===== src/design/ppo_pkg.sv =====
// package: register map, field layout, reset values and timing for port power control
package ppo_pkg;
  localparam int NPORT = 6; // downstream ports
  // register indices; byte address is four times the index
  localparam logic [15:0] IDX_LOCKOUT = 16'h30E1; // power-on lockout time
  localparam logic [15:0] IDX_MIN_WIDTH = 16'h30EA; // single-pulse minimum width
  localparam logic [15:0] IDX_WINDOW = 16'h30EB; // double-pulse rolling window
  localparam logic [15:0] IDX_POWER = 16'h30F0; // per-port power enable
  localparam logic [15:0] IDX_GANG = 16'h30F1; // ganged mode select
  localparam logic [15:0] IDX_STATUS = 16'h30F2; // sticky overcurrent flags
  localparam logic [15:0] IDX_MASK = 16'h30F3; // interrupt mask
  localparam logic [15:0] ADDR_LOCKOUT = 16'(IDX_LOCKOUT * 4);
  localparam logic [15:0] ADDR_MIN_WIDTH = 16'(IDX_MIN_WIDTH * 4);
  localparam logic [15:0] ADDR_WINDOW = 16'(IDX_WINDOW * 4);
  localparam logic [15:0] ADDR_POWER = 16'(IDX_POWER * 4);
  localparam logic [15:0] ADDR_GANG = 16'(IDX_GANG * 4);
  localparam logic [15:0] ADDR_STATUS = 16'(IDX_STATUS * 4);
  localparam logic [15:0] ADDR_MASK = 16'(IDX_MASK * 4);
  // field layout
  localparam int MINW_MSB = 3; // min width field bits 3:0, 7:4 reserved
  localparam int GANG_BIT = 0; // gang select bit
  // reset values
  localparam logic [3:0] RST_MIN_WIDTH = 4'h5; // 5 ms
  localparam logic [7:0] RST_WINDOW = 8'h14; // 20 ms
  localparam logic [7:0] RST_LOCKOUT = 8'h0A; // 10 ms
  localparam logic [NPORT-1:0] RST_PORTS = 6'h00; // power, status, mask
  // timing
  localparam int CLK_PERIOD_NS = 100; // 10 MHz core clock
  localparam int TICK_PERIOD_NS = 1000000; // 1 ms timing tick
  localparam int TICK_CYCLES = TICK_PERIOD_NS / CLK_PERIOD_NS;
  // timing configuration carried to every filter channel
  typedef struct packed {
    logic [3:0] min_width; // single-pulse minimum width, ms
    logic [7:0] window; // double-pulse window, ms
    logic [7:0] lockout; // lockout after power-on, ms
  } ppo_cfg_t;
endpackage


===== src/design/ppo_oc_filter.sv =====
// one overcurrent sense filter channel: lockout, single and double low pulse detection
`timescale 1ns/1ps
module ppo_oc_filter (
  input wire logic clk, // core clock
  input wire logic reset, // synchronous, active high
  input wire logic tick, // 1 ms tick pulse
  input wire logic pwr_en, // channel power is on
  input wire logic pin_low, // sensed pin level is low
  input wire ppo_pkg::ppo_cfg_t cfg, // timing configuration
  output logic det // one-cycle overcurrent detection
);
  import ppo_pkg::*;

  logic pwr_d; // power enable one cycle ago
  logic low_d; // pin low one cycle ago
  logic done; // already reported during this power-on
  logic [7:0] lock_cnt; // lockout ms remaining
  logic [7:0] win_cnt; // double-pulse window ms remaining
  logic [3:0] low_ms; // ms of unbroken low level

  wire pwr_rise = pwr_en & ~pwr_d; // power switched on this cycle
  wire armed = pwr_en & (lock_cnt == 8'h00) & ~pwr_rise; // pin is watched
  wire low_start = pin_low & ~low_d; // a new group of low samples begins
  wire single_hit = armed & pin_low & (low_ms >= cfg.min_width) & ~done;
  wire double_hit = armed & low_start & (win_cnt != 8'h00) & ~done;

  ////////////////////////////////////////////////////////////////////////////
  // edge history
  always_ff @(posedge clk) begin
    if (reset) begin
      pwr_d <= 1'b0;
      low_d <= 1'b0;
    end else begin
      pwr_d <= pwr_en;
      low_d <= pin_low;
    end
  end

  // lockout timer loads at power-on, pin is ignored until it expires
  always_ff @(posedge clk) begin
    if (reset || !pwr_en) begin
      lock_cnt <= 8'h00;
    end else if (pwr_rise) begin
      lock_cnt <= cfg.lockout;
    end else if (tick && lock_cnt != 8'h00) begin
      lock_cnt <= lock_cnt - 8'h01;
    end
  end

  // unbroken low width in ms, any high sample restarts it
  always_ff @(posedge clk) begin
    if (reset || !armed || !pin_low) begin
      low_ms <= 4'h0;
    end else if (tick && low_ms != 4'hF) begin
      low_ms <= low_ms + 4'h1;
    end
  end

  // window opens at the first low group and runs for the configured ms
  always_ff @(posedge clk) begin
    if (reset || !armed) begin
      win_cnt <= 8'h00;
    end else if (low_start && win_cnt == 8'h00) begin
      win_cnt <= cfg.window;
    end else if (tick && win_cnt != 8'h00) begin
      win_cnt <= win_cnt - 8'h01;
    end
  end

  // one report per power-on so a held fault does not repeat
  always_ff @(posedge clk) begin
    if (reset || !pwr_en) begin
      done <= 1'b0;
      det <= 1'b0;
    end else begin
      done <= done | single_hit | double_hit;
      det <= single_hit | double_hit;
    end
  end

  ////////////////////////////////////////////////////////////////////////////
  // checks
  property p_lockout_quiet;
    @(posedge clk) disable iff (reset) (lock_cnt != 8'h00) |=> !det;
  endproperty
  a_lockout_quiet: assert property (p_lockout_quiet) else $error("detect during lockout");

  property p_single;
    @(posedge clk) disable iff (reset)
      (armed && pin_low && low_ms >= cfg.min_width && !done) |=> det ##1 !det;
  endproperty
  a_single: assert property (p_single) else $error("single pulse not reported once");

  property p_double;
    @(posedge clk) disable iff (reset)
      (armed && pin_low && !low_d && win_cnt != 8'h00 && !done) |=> det;
  endproperty
  a_double: assert property (p_double) else $error("second low group not reported");

  property p_det_armed;
    @(posedge clk) disable iff (reset) det |-> $past(armed) && $past(pin_low);
  endproperty
  a_det_armed: assert property (p_det_armed) else $error("detect without armed low");
endmodule // ppo_oc_filter


===== src/design/ppo_port_power_ctl.sv =====
// downstream port power control and overcurrent sense with an APB register slave
// What this block does
// - ganged mode uses one shared pin for all
// - ganged overcurrent flags every downstream port
// - reset selects individual mode, one pin per port
// - ganged mode set only by configuration
// - power off drives pin low, pull-up off
// - power on releases pin, pull-up on
// - enabled port pin sampled, low means fault
// - unbroken low for minimum width reports fault
// - two low groups within window report fault
// - pin ignored during lockout after power-on
// - filtering tolerates short transient low levels
// - min width field 3:0, default five ms
// - window field 7:0 in ms, default 20
// - lockout eight bits in ms, default ten
//
// Our own choice: register access over APB.
`timescale 1ns/1ps
module ppo_port_power_ctl #(
  parameter int TICK_CYCLES = ppo_pkg::TICK_CYCLES // core clocks per 1 ms tick
) (
  input wire logic CLK, // core clock, 10 MHz
  input wire logic RESET, // synchronous, active high
  input wire logic [15:0] PADDR, // apb byte address
  input wire logic PSEL, // apb select
  input wire logic PENABLE, // apb access phase
  input wire logic PWRITE, // apb write
  input wire logic [31:0] PWDATA, // apb write data
  output logic [31:0] PRDATA, // apb read data
  output logic PREADY, // apb ready
  output logic PSLVERR, // apb error, unmapped address
  input wire logic CFG_STAGE, // high during hub configuration stage
  input wire logic OTP_LOAD, // one-cycle pulse: load otp settings
  input wire logic OTP_GANG, // ganged mode value from otp
  input wire logic [ppo_pkg::NPORT-1:0] PORT_CTL_PIN_IN, // per-port pin level
  output logic [ppo_pkg::NPORT-1:0] PORT_CTL_PIN_OUT, // per-port drive value
  output logic [ppo_pkg::NPORT-1:0] PORT_CTL_PIN_OE_N, // per-port enable, low drives
  output logic [ppo_pkg::NPORT-1:0] PORT_CTL_PULLUP_EN, // per-port pull-up enable
  input wire logic SHARED_POWER_PIN_IN, // ganged pin level
  output logic SHARED_POWER_PIN_OUT, // ganged pin drive value
  output logic SHARED_POWER_PIN_OE_N, // ganged pin enable, low drives
  output logic SHARED_POWER_PULLUP_EN, // ganged pin pull-up enable
  output logic IRQ // level interrupt
);
  import ppo_pkg::*;

  ////////////////////////////////////////////////////////////////////////////
  // registers
  ppo_cfg_t cfg; // timing settings
  logic [NPORT-1:0] power; // per-port power enable
  logic gang_mode; // ganged mode selected
  logic [NPORT-1:0] status; // sticky overcurrent flags
  logic [NPORT-1:0] mask; // interrupt enables
  logic [13:0] tick_cnt; // tick prescaler
  logic tick; // 1 ms pulse
  wire [NPORT:0] det; // filter detections, top entry is the shared pin

  ////////////////////////////////////////////////////////////////////////////
  // apb decode
  wire setup = PSEL & ~PENABLE; // setup phase
  wire access = PSEL & PENABLE; // access phase, always ready
  wire wr = access & PWRITE; // write takes effect
  wire sel_lock = PADDR == ADDR_LOCKOUT;
  wire sel_minw = PADDR == ADDR_MIN_WIDTH;
  wire sel_win = PADDR == ADDR_WINDOW;
  wire sel_pwr = PADDR == ADDR_POWER;
  wire sel_gang = PADDR == ADDR_GANG;
  wire sel_stat = PADDR == ADDR_STATUS;
  wire sel_mask = PADDR == ADDR_MASK;
  // any address outside the map answers with an error and stores nothing
  wire mapped = sel_lock | sel_minw | sel_win | sel_pwr | sel_gang | sel_stat | sel_mask;
  wire rd_stat = access & ~PWRITE & sel_stat; // status read, clears what was read
  // only bits already handed to software are cleared, so a late event is kept
  wire [NPORT-1:0] stat_clr = rd_stat ? PRDATA[NPORT-1:0] : '0;
  // a late gang write is dropped quietly, with no error response
  wire gang_wr = wr & sel_gang & CFG_STAGE; // ignored outside configuration
  wire [31:0] rd_mux =
    sel_lock ? {24'h000000, cfg.lockout} :
    sel_minw ? {28'h0000000, cfg.min_width} :
    sel_win  ? {24'h000000, cfg.window} :
    sel_pwr  ? {26'h0000000, power} :
    sel_gang ? {31'h00000000, gang_mode} :
    sel_stat ? {26'h0000000, status} :
    sel_mask ? {26'h0000000, mask} : 32'h00000000;

  // no wait states: every register answers in the first access cycle
  assign PREADY = 1'b1;
  assign PSLVERR = access & ~mapped;

  // read data is captured in setup so it stands through the access phase
  always_ff @(posedge CLK) begin
    if (RESET) begin
      PRDATA <= 32'h00000000;
    end else if (setup && !PWRITE) begin
      PRDATA <= rd_mux;
    end
  end

  // timing, power and mask registers
  always_ff @(posedge CLK) begin
    if (RESET) begin
      cfg.min_width <= RST_MIN_WIDTH;
      cfg.window <= RST_WINDOW;
      cfg.lockout <= RST_LOCKOUT;
      power <= RST_PORTS;
      mask <= RST_PORTS;
    end else if (wr) begin
      if (sel_minw) cfg.min_width <= PWDATA[MINW_MSB:0];
      if (sel_win) cfg.window <= PWDATA[7:0];
      if (sel_lock) cfg.lockout <= PWDATA[7:0];
      if (sel_pwr) power <= PWDATA[NPORT-1:0];
      if (sel_mask) mask <= PWDATA[NPORT-1:0];
    end
  end

  // port mode: individual after reset, ganged only from configuration
  always_ff @(posedge CLK) begin
    if (RESET) begin
      gang_mode <= 1'b0;
    end else if (OTP_LOAD) begin
      gang_mode <= OTP_GANG;
    end else if (gang_wr) begin
      gang_mode <= PWDATA[GANG_BIT];
    end
  end

  ////////////////////////////////////////////////////////////////////////////
  // 1 ms tick from the core clock
  always_ff @(posedge CLK) begin
    if (RESET) begin
      tick_cnt <= 14'h0000;
      tick <= 1'b0;
    end else if (tick_cnt == 14'(TICK_CYCLES - 1)) begin
      tick_cnt <= 14'h0000;
      tick <= 1'b1;
    end else begin
      tick_cnt <= tick_cnt + 14'h0001;
      tick <= 1'b0;
    end
  end

  ////////////////////////////////////////////////////////////////////////////
  // filter channels: one per port plus the shared pin
  // in ganged mode any port power bit switches the shared pin on
  // each channel keeps its own lockout, so ports powered apart are timed apart
  wire gang_power = |power; // shared pin powers all ports together
  generate
    for (genvar i = 0; i <= NPORT; i++) begin : g_chan
      wire chan_pwr;
      wire chan_low;
      if (i == NPORT) begin : g_shared
        assign chan_pwr = gang_mode & gang_power;
        assign chan_low = ~SHARED_POWER_PIN_IN;
      end else begin : g_port
        assign chan_pwr = ~gang_mode & power[i];
        assign chan_low = ~PORT_CTL_PIN_IN[i];
      end
      ppo_oc_filter u_filter (
        .clk(CLK),
        .reset(RESET),
        .tick(tick),
        .pwr_en(chan_pwr),
        .pin_low(chan_low),
        .cfg(cfg),
        .det(det[i])
      );
    end
  endgenerate

  ////////////////////////////////////////////////////////////////////////////
  // pin control: drive low while off, release with pull-up while on
  // the pins only ever pull low; the high level comes from the pull-up
  assign PORT_CTL_PIN_OUT = '0;
  assign SHARED_POWER_PIN_OUT = 1'b0;
  assign PORT_CTL_PIN_OE_N = gang_mode ? {NPORT{1'b1}} : power;
  assign PORT_CTL_PULLUP_EN = gang_mode ? {NPORT{1'b0}} : power;
  assign SHARED_POWER_PIN_OE_N = ~gang_mode | gang_power;
  assign SHARED_POWER_PULLUP_EN = gang_mode & gang_power;

  ////////////////////////////////////////////////////////////////////////////
  // sticky overcurrent flags, set wins over the read clear
  wire [NPORT-1:0] oc_set = gang_mode ? {NPORT{det[NPORT]}} : det[NPORT-1:0];
  wire [NPORT-1:0] next_status = (status & ~stat_clr) | oc_set;

  // status register; nothing but the read path clears a flag
  always_ff @(posedge CLK) begin
    if (RESET) begin
      status <= RST_PORTS;
    end else begin
      status <= next_status;
    end
  end

  // level interrupt, follows status and mask with no register stage
  assign IRQ = |(status & mask);

  ////////////////////////////////////////////////////////////////////////////
  // checks
  property p_off_drives;
    @(posedge CLK) disable iff (RESET)
      (!gang_mode && !power[0]) |-> !PORT_CTL_PIN_OE_N[0] && !PORT_CTL_PULLUP_EN[0];
  endproperty
  a_off_drives: assert property (p_off_drives) else $error("off port not driven low");

  property p_on_releases;
    @(posedge CLK) disable iff (RESET)
      (wr && sel_pwr && PWDATA[0] && !gang_mode && !OTP_LOAD)
        |=> PORT_CTL_PIN_OE_N[0] && PORT_CTL_PULLUP_EN[0];
  endproperty
  a_on_releases: assert property (p_on_releases) else $error("on port not released");

  property p_gang_all;
    @(posedge CLK) disable iff (RESET) (gang_mode && det[NPORT]) |=> (&status);
  endproperty
  a_gang_all: assert property (p_gang_all) else $error("ganged fault not on all ports");

  property p_gang_locked;
    @(posedge CLK) disable iff (RESET)
      (!CFG_STAGE && !OTP_LOAD) |=> gang_mode == $past(gang_mode);
  endproperty
  a_gang_locked: assert property (p_gang_locked) else $error("gang mode changed late");

  property p_reset_indiv;
    @(posedge CLK) disable iff (RESET) $fell(RESET) |-> !gang_mode;
  endproperty
  a_reset_indiv: assert property (p_reset_indiv) else $error("not individual after reset");

  property p_tick_once;
    @(posedge CLK) disable iff (RESET) tick |=> !tick;
  endproperty
  a_tick_once: assert property (p_tick_once) else $error("tick longer than a cycle");

  property p_sticky;
    @(posedge CLK) disable iff (RESET)
      (status[0] && !(rd_stat && PRDATA[0])) |=> status[0];
  endproperty
  a_sticky: assert property (p_sticky) else $error("flag lost without read");

  property p_set_wins;
    @(posedge CLK) disable iff (RESET)
      oc_set[0] |=> status[0] && (IRQ || !mask[0]);
  endproperty
  a_set_wins: assert property (p_set_wins) else $error("event lost on clear");

  // shared pin held low while ganged with every port off
  property p_sh_off;
    @(posedge CLK) disable iff (RESET)
      (gang_mode && !gang_power) |-> !SHARED_POWER_PIN_OE_N && !SHARED_POWER_PULLUP_EN;
  endproperty
  a_sh_off: assert property (p_sh_off) else $error("shared pin not driven low");

  // shared pin released with pull-up once ganged power is on
  property p_sh_on;
    @(posedge CLK) disable iff (RESET)
      (gang_mode && gang_power) |-> SHARED_POWER_PIN_OE_N && SHARED_POWER_PULLUP_EN;
  endproperty
  a_sh_on: assert property (p_sh_on) else $error("shared pin not released");

  // in ganged mode the per-port pins are left alone
  property p_gang_ports;
    @(posedge CLK) disable iff (RESET)
      gang_mode |-> (&PORT_CTL_PIN_OE_N) && !(|PORT_CTL_PULLUP_EN);
  endproperty
  a_gang_ports: assert property (p_gang_ports) else $error("port pin active in gang mode");

  // the drive value is always low, so an enabled driver pulls low
  property p_drive_zero;
    @(posedge CLK) disable iff (RESET)
      !(|PORT_CTL_PIN_OUT) && !SHARED_POWER_PIN_OUT;
  endproperty
  a_drive_zero: assert property (p_drive_zero) else $error("pin drive value high");

  // a read that returned a flag clears it when no new event arrives
  property p_read_clears;
    @(posedge CLK) disable iff (RESET)
      (rd_stat && PRDATA[0] && !oc_set[0]) |=> !status[0];
  endproperty
  a_read_clears: assert property (p_read_clears) else $error("flag not cleared by read");

  // gang write during configuration lands
  property p_gang_write;
    @(posedge CLK) disable iff (RESET)
      (gang_wr && !OTP_LOAD) |=> gang_mode == $past(PWDATA[GANG_BIT]);
  endproperty
  a_gang_write: assert property (p_gang_write) else $error("gang write lost");

  // otp load sets the port mode
  property p_otp_load;
    @(posedge CLK) disable iff (RESET)
      OTP_LOAD |=> gang_mode == $past(OTP_GANG);
  endproperty
  a_otp_load: assert property (p_otp_load) else $error("otp gang value not loaded");

  // reserved bits of the width register read zero
  property p_minw_rsvd;
    @(posedge CLK) disable iff (RESET)
      (setup && !PWRITE && sel_minw) |=> PRDATA[31:4] == 28'h0000000;
  endproperty
  a_minw_rsvd: assert property (p_minw_rsvd) else $error("reserved width bits set");

  // individual mode: each pin follows its own power bit
  property p_indiv_pins;
    @(posedge CLK) disable iff (RESET)
      !gang_mode |-> PORT_CTL_PULLUP_EN == power && PORT_CTL_PIN_OE_N == power;
  endproperty
  a_indiv_pins: assert property (p_indiv_pins) else $error("port pin not per port");
endmodule // ppo_port_power_ctl


===== config.mk =====
export PLATFORM = sky130hd
export DESIGN_NAME = ppo_port_power_ctl
export DESIGN_NICKNAME = d
export VERILOG_FILES = /design/src/design/ppo_pkg.sv /design/src/design/ppo_oc_filter.sv /design/src/design/ppo_port_power_ctl.sv
export SDC_FILE = /design/constraint.sdc
export NUM_CORES = 1
export LEC_CHECK = 0
export BUFFER_PORTS_ARGS = -buffer_cell sky130_fd_sc_hd__buf_2
export CORE_AREA = 2 2 147 149
export DETAILED_ROUTE_END_ITERATION = 12
export DIE_AREA = 0 0 149 151
export PLACE_DENSITY = 0.83
export SETUP_SLACK_MARGIN = 0.4
export SYNTH_ARGS = -nofsm -noshare
export SYNTH_HDL_FRONTEND = slang
export SYNTH_SLANG_ARGS = --single-unit

===== constraint.sdc =====
create_clock -name CLK -period 3.2 [get_ports CLK]
set_input_delay 0.48 -clock CLK [delete_from_list [all_inputs] [get_ports CLK]]
set_output_delay 0.48 -clock CLK [all_outputs]
set_load 0.02 [all_outputs]

==> qor.csv <==
metric,value,unit
Clock Pin Slew Worst Setup and Hold Paths,60,ps
number of max-cap violations,0,
Buffers on Ports,62,
I/O Pins,119,
Post-synth EDFFs,0,
"Avg Cell Area, Syn",8.349,sq um
GPL Wtd Cong,0.8920,
area grow syn2layout,10.17,%
Cells after Synth,1472,
ANT cells,0,
Worst EP arrival,2950,ps
hold crit path type,input port to register,
DIE AREA,0.02250,sq mm
DRT Wirelength,31190,um
Required @ worst endpoint,3610,ps
Longest Clk Path Bufs,3,
fmax,0.3930,GHz
row cnt,53,
Power Total,6.223,mW
first-pass GRT wire length,50040,um
RSZ-0062 raised after global routing,false,
CP peak stage delay,700,ps
Comb pwr share,3.6,%
global route total overflow,0,
Post-DRT Antenna Nets,0,
post-CTS sizing,0,
Worst setup SP type,register,
Num CTS Buffers,25,
CP cell instances,inv_1 -> ha_1 -> or4b_2 -> nor4b_2 -> nor3_1 -> a2111oi_0,
Slew @ Worst Pin,804.0,ps
TritonCTS clock tree,built,
core region area,0.02082,sq mm
routed wire length per instance,17.36,um
gr usage total,27.36,%
Worst Path Max Fanout,9,
ys async rst share,0,%
Post-Place Cell Area,0.01263,sq mm
dominant cells by area after synthesis,"dfxtp_1, ha_1, nor2_1",
largest net degree at the start of global routing,57,
Worst VDD drop,0.3658,mV
fin area,0.01354,sq mm
Layout fillers,1682,
# setup viols final,0,
final-report hold violation count,0,
switching pwr,1.412,mW
sequential share of power,46.4,%
via count,10970,
CTS Hold Buffers Added,0,
Slew HR,46.26,%
H-tree Lvls,1,
PwrDens,459.6,mW/mm^2
"Seq/Total Area, Yosys",37.47,%
Sink Count,230,
vias in the first global route,10200,
root buffer cell,clkbuf_16,
area share of the largest cell type after synthesis,37.47,%
worst-skew pair later-pin latency,530,ps
first drt pass iteration count,5,
fin. max-slew vios,0,
Starting Density,59.02,%
Chip Height,151,um
dominant synthesized flop cell,dfxtp_1,
share of post-route cells with drive strength above 1,11.17,%
Static Leakage,5.156,nW
Slowest cell on crit path,nor4b_2,
Crit Path Class,register to register,
Synth Register Bits,230,
dpl hpwl,21590,um
setup bufs post-CTS,0,
synth warn,0,
cell-internal power,4.811,mW
Final Net Count,1623,
TNS Setup,0,ps
Tcrit/Tclk final,79.52,%
post-synth top area cell,dfxtp_1,
Remaining DRCs,0,
status,"complete, no violations",
initial antenna violation count,0,
Synth cell types,83,
fin crit period,2545,ps
Die X,149,um
Netlist Area Pre-Place,0.01229,sq mm
sw frac,22.69,%
Clock power frac,50.1,%
register area,0.004606,sq mm
Layout Skew,12.59,ps
initial DRC count,840,
fin util,65.02,%
endpoint class of the critical path,register,
vias per inst,6.106,
multi-input logic area,0.007004,sq mm
[final cells by class]
class,instances,share of cell area [%]
Timing Repair Buffer,80,3.290
Clock buffer,29,5.027
Sequential cell,230,34.02
Inverter,62,1.719
Tap cell,275,2.541
Multi-Input combinational cell,1104,51.73
Clock inverter,17,1.673
[power groups by stage]
stage | combinational, mW | sequential, mW | clock (mW)
global placement | 0.214 | 2.95 | 0
finish | 0.221 | 2.89 | 3.12
detailed placement | 0.217 | 2.95 | 0
floorplan | 0.174 | 2.95 | 0
global route | 0.240 | 2.89 | 3.25
CTS | 0.218 | 2.89 | 3.13
[critical path, delay by kind of cell (launching register included)]
kind / cells / cell delay [ps]
compound gates: 1 / 350
simple gates: 3 / 1450
fa+ha+maj: 1 / 220
flops: 1 / 340
buf+inv: 1 / 70
[synthesized netlist by cell type (8+ instances only)]
cell type and n:
nand3_1 53, dfxtp_1 230, buf_4 38, a21oi_1 99, mux2i_1 51, and4b_1 8
nor4_1 19, a31oi_1 11, or4_1 9, xor2_1 19, xnor2_1 46, clkbuf_1 56
o31ai_1 8, nor2b_1 19, nor4b_1 9, nand2b_1 30, inv_1 58, o21ai_0 57
nand2_1 98, a21o_1 17, or3_1 25, buf_1 8, ha_1 57, or4b_2 8
a221oi_1 22, a22oi_1 9, nand4_1 10, or2_2 13, nor3_1 61, nor2_1 179
a211oi_1 36
[registers in the layout, summed over array words and instances, names as in the netlist]
register and flops:
tick_cnt 14, cfg 20, g_chan.u_filter.low_d 7, g_chan.u_filter.pwr_d 7
power 6, g_chan.u_filter.win_cnt 56, mask 6, g_chan.u_filter.low_ms 28
g_chan.u_filter.lock_cnt 56, PRDATA 8, g_chan.u_filter.det 7, status 6
g_chan.u_filter.done 7, gang_mode 1, tick 1
[worst paths after layout]
| check | from | to | slack (ps) | depth (start not counted) |
|---|---|---|---|---|
| setup / recovery | g_chan[0].u_filter.win_cnt[0]$_SDFFE_PP0P_ | g_chan[0].u_filter.win_cnt[1]$_SDFFE_PP0P_ | 660 | 6 |
| hold / removal | PORT_CTL_PIN_IN[1] | g_chan[1].u_filter.low_d$_SDFF_PP0_ | 150 | 2 |
| setup reg to reg | g_chan[0].u_filter.win_cnt[0]$_SDFFE_PP0P_ | g_chan[0].u_filter.win_cnt[1]$_SDFFE_PP0P_ | 660 | 6 |
| hold reg to reg | g_chan[1].u_filter.done$_SDFF_PP0_ | g_chan[1].u_filter.det$_SDFF_PP0_ | 420 | 1 |
[cell families after synthesis]
kind of cell | after synthesis | share of synthesized area [%]
AOI/OAI and AO/OA | 311 | 16.48
xor gates and xnor gates | 65 | 4.632
adders and majority gates | 57 | 5.803
buffers and inverters | 168 | 6.455
DFF | 230 | 37.47
muxes | 53 | 4.429
other | 2 | 0.06111
and+or+nand+nor | 586 | 24.67
[placed cells by master (no fill, tap or decap), drive strengths merged, types with 30 or more instances in the layout]
cell      n
dfxtp   230
nand2    98
xnor2    46
a211oi   37
nor2    179
nand3    53
a21oi    99
conb     32
nor3     63
mux2i    51
inv      59
buf      80
nand2b   30
ha       57
o21ai    58
[metal layers]
layer	GRT usage [%]	wire length (um)	share of wire (%)	up-vias
li1	-	-	-	5282
met1	33.51	12800	41	5147
met4	11.38	1179	3.8	0
met2	47.90	14930	48	450
met5	0	0	0	-
met3	4.458	2280	7.3	94
[metrics by stage]
stage / hold slack [ps] / worst slack [ps] / cells
2_1_floorplan: 395.5 / 854.0 / 1502
3_3_place_gp: 408.6 / 609.5 / 1751
3_5_place_dp: 411.0 / 555.5 / 1751
4_1_cts: 148.9 / 668.1 / 1797
5_1_grt: 158.4 / 410.6 / 1797
6_report: 149.6 / 655.4 / 1797
Note: power is estimated with default switching activity, not from simulation.
